### src/rtl/dadc_consts.vh
// Purpose: shared constants of the dual converter output control
// Assumes: 50 MHz system clock, 10-bit conversion words
// Notes: definitions only
`ifndef DADC_CONSTS_VH
`define DADC_CONSTS_VH
`define DADC_W 10
`define DADC_TRIM_CYCLES 6'h22
`define DADC_TRIM_SAMPLES 6'h20
`define DADC_AVG_SHIFT 5
`define DADC_CODE_MAX 10'h3ff
`define DADC_CODE_MIN 10'h000
`define DADC_MIDSCALE 10'h200
`endif

### src/rtl/dadc_sampler.v
// Purpose: falling-edge sampler for one channel
// Assumes: sample strobe is the falling clock edge of the conversion clock
// Notes: holds the last sample while not enabled
`timescale 1ns/1ps
`default_nettype none
`include "dadc_consts.vh"
module dadc_sampler (
	input wire clock_i,
	input wire sys_rst_i,
	input wire run_i,
	input wire [`DADC_W-1:0] analog_code_i,
	output reg [`DADC_W-1:0] sample_o
);
	// capture on the falling edge, shared by both channels
	always @(negedge clock_i)
	begin
		if (sys_rst_i)
			sample_o <= `DADC_MIDSCALE;
		else if (run_i)
			sample_o <= analog_code_i;
	end
endmodule
`default_nettype wire

### src/rtl/dadc_trim.v
// Purpose: offset trim and correction for one channel
// Assumes: raw codes arrive as offset binary, one per clock
// Notes: coefficient is signed, offset from midscale
`timescale 1ns/1ps
`default_nettype none
`include "dadc_consts.vh"
module dadc_trim (
	input wire clock_i,
	input wire sys_rst_i,
	input wire start_i,
	input wire run_i,
	input wire [`DADC_W-1:0] raw_i,
	output reg [`DADC_W-1:0] corr_o,
	output reg busy_o
);
	reg [5:0] count; // cycles into the sequence
	reg [15:0] acc; // sum of the samples taken
	reg signed [10:0] coef; // offset from midscale
	wire signed [11:0] diff;
	wire signed [11:0] sum_off;
	reg [`DADC_W-1:0] next_corr;
	assign diff = $signed({2'b00, raw_i}) - $signed(12'sh200) - coef;
	assign sum_off = $signed({1'b0, acc[15:5]}) - $signed(12'sh200);
	// clamp the corrected code into range
	always @*
	begin
		if (diff < -12'sh200)
			next_corr = `DADC_CODE_MIN;
		else if (diff > 12'sh1ff)
			next_corr = `DADC_CODE_MAX;
		else
			next_corr = diff[9:0] ^ 10'h200;
	end
	// sequence: one settle cycle, 32 samples, one finish cycle
	always @(posedge clock_i)
	begin
		if (sys_rst_i)
		begin
			count <= 6'h00;
			acc <= 16'h0000;
			coef <= 11'sh000;
			busy_o <= 1'b0;
			corr_o <= `DADC_MIDSCALE;
		end
		else
		begin
			if (run_i)
				corr_o <= next_corr;
			if (!busy_o)
			begin
				if (start_i)
				begin
					busy_o <= 1'b1;
					count <= 6'h00;
					acc <= 16'h0000;
				end
			end
			else
			begin
				count <= count + 6'h01;
				if (count >= 6'h01 && count <= `DADC_TRIM_SAMPLES)
					acc <= acc + {6'h00, raw_i};
				if (count == `DADC_TRIM_CYCLES - 6'h01)
				begin
					busy_o <= 1'b0;
					coef <= sum_off[10:0];
				end
			end
		end
	end
endmodule
`default_nettype wire

### src/rtl/dadc_top.v
// Purpose: control and output logic of a dual 10-bit sampling converter
// Assumes: analog front end delivers offset-binary codes per channel
// Notes: static select pins; data and phase outputs hold during sleep modes
`timescale 1ns/1ps
`default_nettype none
`include "dadc_consts.vh"
// What this block does
// - sample both channels on falling edge
// - select high gives parallel buses
// - select low interleaves on I bus
// - trigger rise starts per-channel trim
// - trim lasts 34 cycles, 32 samples
// - subtract averaged offset from later codes
// - output range shrinks by the offset
// - coefficients start at zero
// - format select picks binary or complement
// - full-scale and zero codes as tabled
// - convert only when both sleeps low
// - quick sleep holds last result
// - deep sleep holds last result
// - deep sleep wins over quick sleep
// - parallel latency 2.5 cycles
// - muxed I 2.5, Q 3.5 cycles
module dadc_top (
	input wire clock_i,
	input wire sys_rst_i,
	input wire [9:0] analog_i_i,
	input wire [9:0] analog_q_i,
	input wire bus_layout_select_i,
	input wire offset_trim_trigger_i,
	input wire code_format_select_i,
	input wire quick_sleep_i,
	input wire deep_sleep_i,
	output reg [9:0] data_i_o,
	output reg [9:0] data_q_o,
	output reg q_phase_o,
	output reg trim_busy_o,
	output reg power_down_o
);
	wire run; // converter active
	wire [9:0] samp_i;
	wire [9:0] samp_q;
	wire [9:0] corr_i;
	wire [9:0] corr_q;
	wire busy_i;
	wire busy_q;
	reg trig_d; // previous trigger level
	reg phase; // muxed-mode half select
	reg [9:0] hold_q; // q word kept for the muxed slot
	reg [9:0] stage_i; // extra stage so words leave 2.5 cycles after sampling
	reg [9:0] stage_q; // same stage for the q channel
	reg [9:0] next_i;
	reg [9:0] next_q;
	wire start;
	assign run = ~quick_sleep_i & ~deep_sleep_i;
	assign start = offset_trim_trigger_i & ~trig_d;
	dadc_sampler u_samp_i (
		.clock_i(clock_i),
		.sys_rst_i(sys_rst_i),
		.run_i(run),
		.analog_code_i(analog_i_i),
		.sample_o(samp_i)
	);
	dadc_sampler u_samp_q (
		.clock_i(clock_i),
		.sys_rst_i(sys_rst_i),
		.run_i(run),
		.analog_code_i(analog_q_i),
		.sample_o(samp_q)
	);
	dadc_trim u_trim_i (
		.clock_i(clock_i),
		.sys_rst_i(sys_rst_i),
		.start_i(start),
		.run_i(run),
		.raw_i(samp_i),
		.corr_o(corr_i),
		.busy_o(busy_i)
	);
	dadc_trim u_trim_q (
		.clock_i(clock_i),
		.sys_rst_i(sys_rst_i),
		.start_i(start),
		.run_i(run),
		.raw_i(samp_q),
		.corr_o(corr_q),
		.busy_o(busy_q)
	);
	// format and route the corrected words
	always @*
	begin
		if (bus_layout_select_i)
		begin
			next_i = stage_i;
			next_q = stage_q;
		end
		else
		begin
			next_i = phase ? hold_q : stage_i;
			next_q = 10'h000;
		end
		if (code_format_select_i)
		begin
			next_i = next_i ^ 10'h200;
			if (bus_layout_select_i)
				next_q = next_q ^ 10'h200;
		end
	end
	// data and phase output registers hold while sleeping; trim busy and power down still follow
	always @(posedge clock_i)
	begin
		if (sys_rst_i)
		begin
			trig_d <= 1'b0;
			phase <= 1'b0;
			hold_q <= `DADC_MIDSCALE;
			stage_i <= `DADC_MIDSCALE;
			stage_q <= `DADC_MIDSCALE;
			data_i_o <= `DADC_MIDSCALE;
			data_q_o <= 10'h000;
			q_phase_o <= 1'b0;
			trim_busy_o <= 1'b0;
			power_down_o <= 1'b0;
		end
		else
		begin
			trig_d <= offset_trim_trigger_i;
			trim_busy_o <= busy_i | busy_q;
			power_down_o <= deep_sleep_i;
			if (run)
			begin
				phase <= ~phase;
				// latency stage, frozen with the rest while asleep
				stage_i <= corr_i;
				stage_q <= corr_q;
				if (!phase)
					hold_q <= stage_q;
				data_i_o <= next_i;
				data_q_o <= next_q;
				q_phase_o <= phase & ~bus_layout_select_i;
			end
		end
	end
endmodule
`default_nettype wire

### config.mk
export PLATFORM = sky130hd
export DESIGN_NAME = dadc_top
export DESIGN_NICKNAME = d
export VERILOG_FILES = /design/src/rtl/dadc_sampler.v /design/src/rtl/dadc_trim.v /design/src/rtl/dadc_top.v
export VERILOG_INCLUDE_DIRS = /design/src /design/src/rtl
export SDC_FILE = /design/constraint.sdc
export NUM_CORES = 1
export LEC_CHECK = 0
export BUFFER_PORTS_ARGS = -buffer_cell sky130_fd_sc_hd__buf_4
export CORE_MARGIN = 2
export CORE_UTILIZATION = 60
export CTS_CLUSTER_DIAMETER = 120
export DETAILED_ROUTE_END_ITERATION = 8
export PLACE_DENSITY_LB_ADDON = 0.2
export SYNTH_ARGS = -nofsm -noshare
export SYNTH_HDL_FRONTEND = slang
export SYNTH_SLANG_ARGS = --single-unit
### constraint.sdc
create_clock -name clock_i -period 7.05 [get_ports clock_i]
set_input_delay 1.41 -clock clock_i [delete_from_list [all_inputs] [get_ports clock_i]]
set_output_delay 1.41 -clock clock_i [all_outputs]
set_load 0.005 [all_outputs]
# == Word level (Yosys, flattened, before mapping) ==
# Index checks and enable logic that the tools add are counted.
# op_classes
addsub,10
n_lt_le_gt_ge,8
eq_ne,4
muxes,23
n_bitwise,13
reduce_logical,9
# op_table
operator,n
two-way mux 10 bit,10
two-way mux 16 bit,5
adder 16 x 10 -> 16 bit,2
"greater-than comparator 12 x 10 -> 1 bit, second input constant",2
"< comparator 12 x 10 -> 1 bit, second input constant",2
subtractor 11 x 11 -> 12 bit,2
"subtractor 10 x 10 -> 11 bit, second input constant",2
"subtractor 11 x 10 -> 11 bit, second input constant",2
two-way mux 6 bit,3
"adder 6 x 1 -> 6 bit, second input constant",2
"== test 6 bit, second input constant",2
"greater-or-equal comparator 6 x 1 -> 1 bit, second input constant",2
"<= comparator 6 bit, second input constant",2
AND reduction 2 bit,5
NOT 1 bit,9
two-way mux 1 bit,5
"inequality test 2 bit, second input constant",2
nonzero test 2 bit,2
bitwise AND 1 bit,3
logical AND 1 bit,2
OR 1 bit,1
# totals
register_bits,163
output_inout_bits,23
word_cells,89

# == Depth between registers and ports, before layout ==
# Gate-level depths: netlist of the first run.
# depth
depth_word,5
ltp_mapped,13
mapped_depth_nobuf,12

# == Cells and area by module ==
# A second synthesis of the first run with hierarchy kept.
# unflattened
cells_unflattened,957
hier_area_um2,8353.0
# modules_own_cells
module,n_inst,cells_each,area_each_um2,seq_area_each_um2
dadc_trim (u_trim_i),1,325,2763.9,880.8
dadc_trim (u_trim_q),1,323,2755.1,880.8
dadc_top,1,243,2115.8,1101.1
dadc_sampler,2,33,359.1,200.2

==> flow_summary.ini, run 1 <==
[floorplanning]
pin_count = 50
rows = 42
dieArea_um2 = 14440
die_x_um = 120.2
start_util_pct = 61.39
die_y_um = 120.2
coreArea_um2 = 13190

[final_layout]
fin_nets = 1114
area_growth_pct = 14.14
num_antenna_cells = 0
drive_above_1_share_pct = 10.22
utilization_pct = 70.07
final_cell_area_um2 = 9243

[sta]
tightestPinTransition_ns = 1.149
rsz0062_at_grt = no
fin_skew_ns = 0.03695
setup_tns_ns = 0
relSlewSlack_pct = 23.23
layout_setup_ws_ns = 0.6186
slew_viol_final = 0
finalHoldViolations = 0
setup_viol = 0

[drt]
num_vias = 6803
drcViolationCount = 0
avgViaCountPerCell = 5.563
wl_per_cell_um = 14.26
wl_um = 17440
ant_nets = 0
first_iter_violations = 452
drt_pre_antenna_iters = 6

[clocking]
cts_buffer_depth = 2
cts_setup_buffers = 0
hold_buffers = 0
cts-buffers-inserted = 17
cts_sinks = 163
ctsResizeCount = 0
cts-htree-levels = 4
cts_tree = built
clock_latency_ns = 0.45
cts-root-buf = clkbuf_16
path_clk_slew_ns = 0.06

[critical_path]
crit_type = reg -> reg
cp.arrival_ns = 6.73
worst-path-buf-inv = 2
crit_fanout = 10
cpPeakStageDelay_ns = 0.41
r2r_slack_ns = 0.62
startpoint_type = flip-flop
crit_slowest_cell = fa_1
worst_setup_path_end_kind = flip-flop
path_cells = inv_1 -> ha_1 -> inv_1 -> fa_1 -> a211oi_1 -> o21ai_1 -> a211oi_2 -> xnor2_1 -> nand4b_1 -> nand3_2 -> o211a_1 -> a221o_1
crit_top_cell = inv_1
crit_family = compound AO/OA/AOI/OAI gates
required_ns = 7.35

[power]
p_per_area_nw_per_um2 = 241.0
peakVddDrop_mv = 0.1940
leakage_nw = 3.648

[global_route]
grt.overflow.total = 0
grt_use_total_pct = 25.28
grt_pass1_vias = 6405
antenna_found_initial = 0
grt_max_degree = 70
grt_pass1_wl_um = 29590

[logic_synthesis]
synthFlopType = dfxtp_1
synth_cell_types = 63
synth-seq-cells = 163
yosysMostFrequentCell = nand2_1
synth_top_cell_by_area = dfxtp_1
synthCells = 989
synth_seq_area_share_pct = 40.30
syn_nets = 1069
netlist_top_cells_count = nand2_1, dfxtp_1, a21oi_1
ys_top_cells_by_area = dfxtp_1, nand2_1, ha_1, a21oi_1, nor2_1
ys_warn_count = 0
netlist_area_um2 = 8098
synth_edf_count = 0
synth.avg_cell_area_um2 = 8.188
synthArstFlopShare_pct = 0
synth_top_area_share_pct = 40.30

[placed_design]
globalplace.congestion = 0.8809
dpl-instance-area_um2 = 8564
dp_hpwl_um = 12360
numPortBuffers = 49
place_ws_ns = 0.6926

[worst_hold_path]
holdCritPathClass = reg -> reg

[job]
max_cap_viol_count = 0

[status]
run_status = finished clean
-- report_power, final --
group | switching [mW] | internal, mW | total, mW | leakage (nW)
logic | 0.144 | 0.108 | 0.252 | 1.92
clock network | 0.392 | 0.589 | 0.981 | 0.403
registers | 0.0309 | 0.964 | 0.994 | 1.32
total | 0.567 | 1.66 | 2.23 | 3.65
-- state kept, by name, summed over array words and instances, names as in the netlist, 11 cells and up --
signal / flops
u_trim_i.acc: 16
u_trim_i.coef: 11
u_trim_q.acc: 16
u_trim_q.coef: 11
-- placed cells by master, fill, tap and decap left out, drive strengths merged, types with 13 or more instances in the layout --
master,synthesis,final
clkbuf,46,20
a21oi,120,120
nor2b,13,13
buf,4,57
mux2i,24,24
o21ai,26,26
inv,42,62
nand2,183,183
nor2,77,77
a211oi,16,16
dfxtp,163,163
xnor2,32,32
ha,49,49
nand3,46,46
-- cell type report --
cell class	instances	area, um^2
multi-input cells	734	4496
fillers	1077	3948
well taps	176	220.2
inverters	41	153.9
repair buffers	57	427.9
clock inverters	32	225.2
flip-flops and latches	163	3263
clock buffers	20	456.7
-- cells by family after synthesis --
| group | Yosys count | synth area share (%) |
|---|---|---|
| simple gates | 381 | 20.98 |
| compound gates | 233 | 18.16 |
| flops | 163 | 40.30 |
| buf+inv | 92 | 4.357 |
| fa+ha+maj | 53 | 8.560 |
| xor+xnor | 42 | 4.543 |
| mux | 25 | 3.106 |
-- path summary, 6_finish.rpt --
| check | depth (start not counted) | endpoint | startpoint |
|---|---|---|---|
| max | 12 | u_trim_i.corr_o[8] | u_samp_i.sample_o[0] |
| max reg2reg | 12 | u_trim_i.corr_o[8] | u_samp_i.sample_o[0] |
| min | 2 | stage_q[7] | u_trim_q.corr_o[7] |
| min reg2reg | 2 | stage_q[7] | u_trim_q.corr_o[7] |
-- routing by layer --
metal	vias up	track usage, %	share of wire, %
met2	150	41.62	47
met1	3119	32.57	47
met5	-	0	0
li1	3508	-	-
met3	26	4.858	4.1
met4	0	10.44	2.4
-- worst register-to-register path, delay by kind of cell, from the launching register on --
kind / cells / cell delay, ns
fa+ha+maj: 2 / 0.57
flops: 1 / 0.32
compound gates: 5 / 1.39
xor+xnor: 1 / 0.10
simple gates: 2 / 0.29
buf+inv: 2 / 0.11
-- metrics by stage --
stage	power (mW)	hold slack, ns	cells
3_5_place_dp	1.280	0.4409	1172
6_report	2.227	0.4495	1223
3_3_place_gp	1.274	0.4363	1172
5_1_grt	2.326	0.4682	1223
4_1_cts	2.242	0.4501	1223
2_1_floorplan	1.215	0.4249	989
Note: power is estimated with default switching activity, not from simulation.
==> run 2, diff against run 1 <==
Clock period 7.05 ns to 8.1 ns, I/O delays scaled along.
==> flow_summary.ini, run 2 (synthesis gave the netlist of run 1 again) <==
[final_layout]
final_cell_mix = nand2_1, dfxtp_1, a21oi_1, nor2_1, inv_1
reg.largest.list = u_trim_i.acc x16, u_trim_q.acc x16
seq_area_um2 = 3263
num_antenna_cells = 0
final_common_cell = nand2_1
drive_above_1_share_pct = 10.31
fillers = 1080
final_cell_area_um2 = 9236
multiInputGateArea_um2 = 4496
area_growth_pct = 14.06
fin_nets = 1115

[power]
peakVddDrop_mv = 0.1363
p_per_area_nw_per_um2 = 207.2
leakage_nw = 3.667
power_mw = 1.913

[global_route]
grt_use_total_pct = 25.32
grt_max_degree = 62
grt_pass1_vias = 6389
grt_pass1_wl_um = 30020
antenna_found_initial = 0
grt.overflow.total = 0

[clocking]
cts_sinks = 163
cts_setup_buffers = 0
cts_buffer_depth = 2
path_clk_slew_ns = 0.06
cts_tree = built
hold_buffers = 0
cts-root-buf = clkbuf_16
clock_latency_ns = 0.45
cts-buffers-inserted = 17
ctsResizeCount = 0
cts-htree-levels = 4

[critical_path]
r2r-end = u_trim_i.corr_o[2]
crit_fanout = 10
r2r_cells = 12
cp.arrival_ns = 7.30
startpoint_type = flip-flop
required_ns = 8.40
crit_type = reg -> reg
r2r_slack_ns = 1.11
worst_setup_path_end_kind = flip-flop
r2r_start = u_samp_i.sample_o[0]

[floorplanning]
die_y_um = 120.2
coreArea_um2 = 13190
rows = 42
dieArea_um2 = 14440
start_util_pct = 61.39
die_x_um = 120.2
pin_count = 50

[sta]
setup_tns_ns = 0
fin_skew_ns = 0.03769
rsz0062_at_grt = no
tightestPinTransition_ns = 1.117
finalHoldViolations = 0
relSlewSlack_pct = 25.26
setup_viol = 0
slew_viol_final = 0

[worst_hold_path]
holdCritPathClass = reg -> reg
hold_depth = 2
min_to = data_q_o[1]
min-delay-start = data_q_o[1]

[drt]
wl_per_cell_um = 14.28
drcViolationCount = 0
ant_nets = 0
first_iter_violations = 410
drt_pre_antenna_iters = 5
avgViaCountPerCell = 5.556
num_vias = 6801
wl_um = 17480

[placed_design]
dpl-instance-area_um2 = 8572
globalplace.congestion = 0.8710
dp_hpwl_um = 12270
numPortBuffers = 49

[job]
max_cap_viol_count = 0

[status]
run_status = finished clean
run 2: area by class of cell:
cell class / count / area share [%]
clock inverter: 30 / 1.626
tap: 176 / 2.384
multi-input combinational: 734 / 48.67
clock buffer: 22 / 5.608
sequential: 163 / 35.33
inverter: 41 / 1.666
timing repair buffer: 58 / 4.714
run 2: how the worst max path moves through the flow:
| stage | start | to | slack [ns] | cells after the start |
|---|---|---|---|---|
| after detailed placement | u_samp_i.sample_o[0] | u_trim_i.corr_o[6] | 1.16 | 12 |
| after global routing | u_samp_i.sample_o[0] | u_trim_i.corr_o[4] | 0.87 | 12 |
| after global placement | deep_sleep_i | u_samp_q.sample_o[4] | 1.25 | 5 |
| after floorplan | u_samp_i.sample_o[0] | u_trim_i.corr_o[0] | 1.42 | 13 |
| after CTS | u_samp_i.sample_o[0] | u_trim_i.corr_o[2] | 1.13 | 12 |
| final | u_samp_i.sample_o[0] | u_trim_i.corr_o[2] | 1.11 | 12 |
run 2: layer usage:
| layer | share of wire, % | up-vias | GRT usage [%] |
|---|---|---|---|
| li1 | - | 3516 | - |
| met1 | 47 | 3109 | 33.70 |
| met2 | 46 | 146 | 40.77 |
| met3 | 4.9 | 30 | 4.906 |
| met4 | 2.2 | 0 | 9.706 |
| met5 | 0 | - | 0 |
run 2: per-stage QoR:
stage | setup slack (ns) | util, % | hold slack (ns) | std cells
final | 1.108 | 70.02 | 0.4520 | 1224
after global placement | 1.249 | 64.99 | 0.4355 | 1173
after floorplan | 1.416 | - | 0.4249 | 989
after global routing | 0.8704 | 70.02 | 0.4689 | 1224
after detailed placement | 1.164 | 64.99 | 0.4443 | 1173
after CTS | 1.133 | 70.02 | 0.4525 | 1224
run 2: critical path, stage by stage, from the launching register on:
cell and delay, ns:
dfxtp_1 0.32, inv_1 0.06, ha_1 0.16, inv_1 0.05, fa_1 0.43, a211oi_1 0.31
o21ai_1 0.18, a211oi_2 0.32, xnor2_1 0.10, nand4b_1 0.10, nand3_2 0.19, o211a_1 0.29
a221o_1 0.30
run 2: power by group:
| part | switching (mW) | total (mW) | internal (mW) |
|---|---|---|---|
| clock network | 0.335 | 0.830 | 0.494 |
| registers | 0.0274 | 0.866 | 0.839 |
| logic | 0.124 | 0.218 | 0.0941 |
| total | 0.486 | 1.91 | 1.43 |
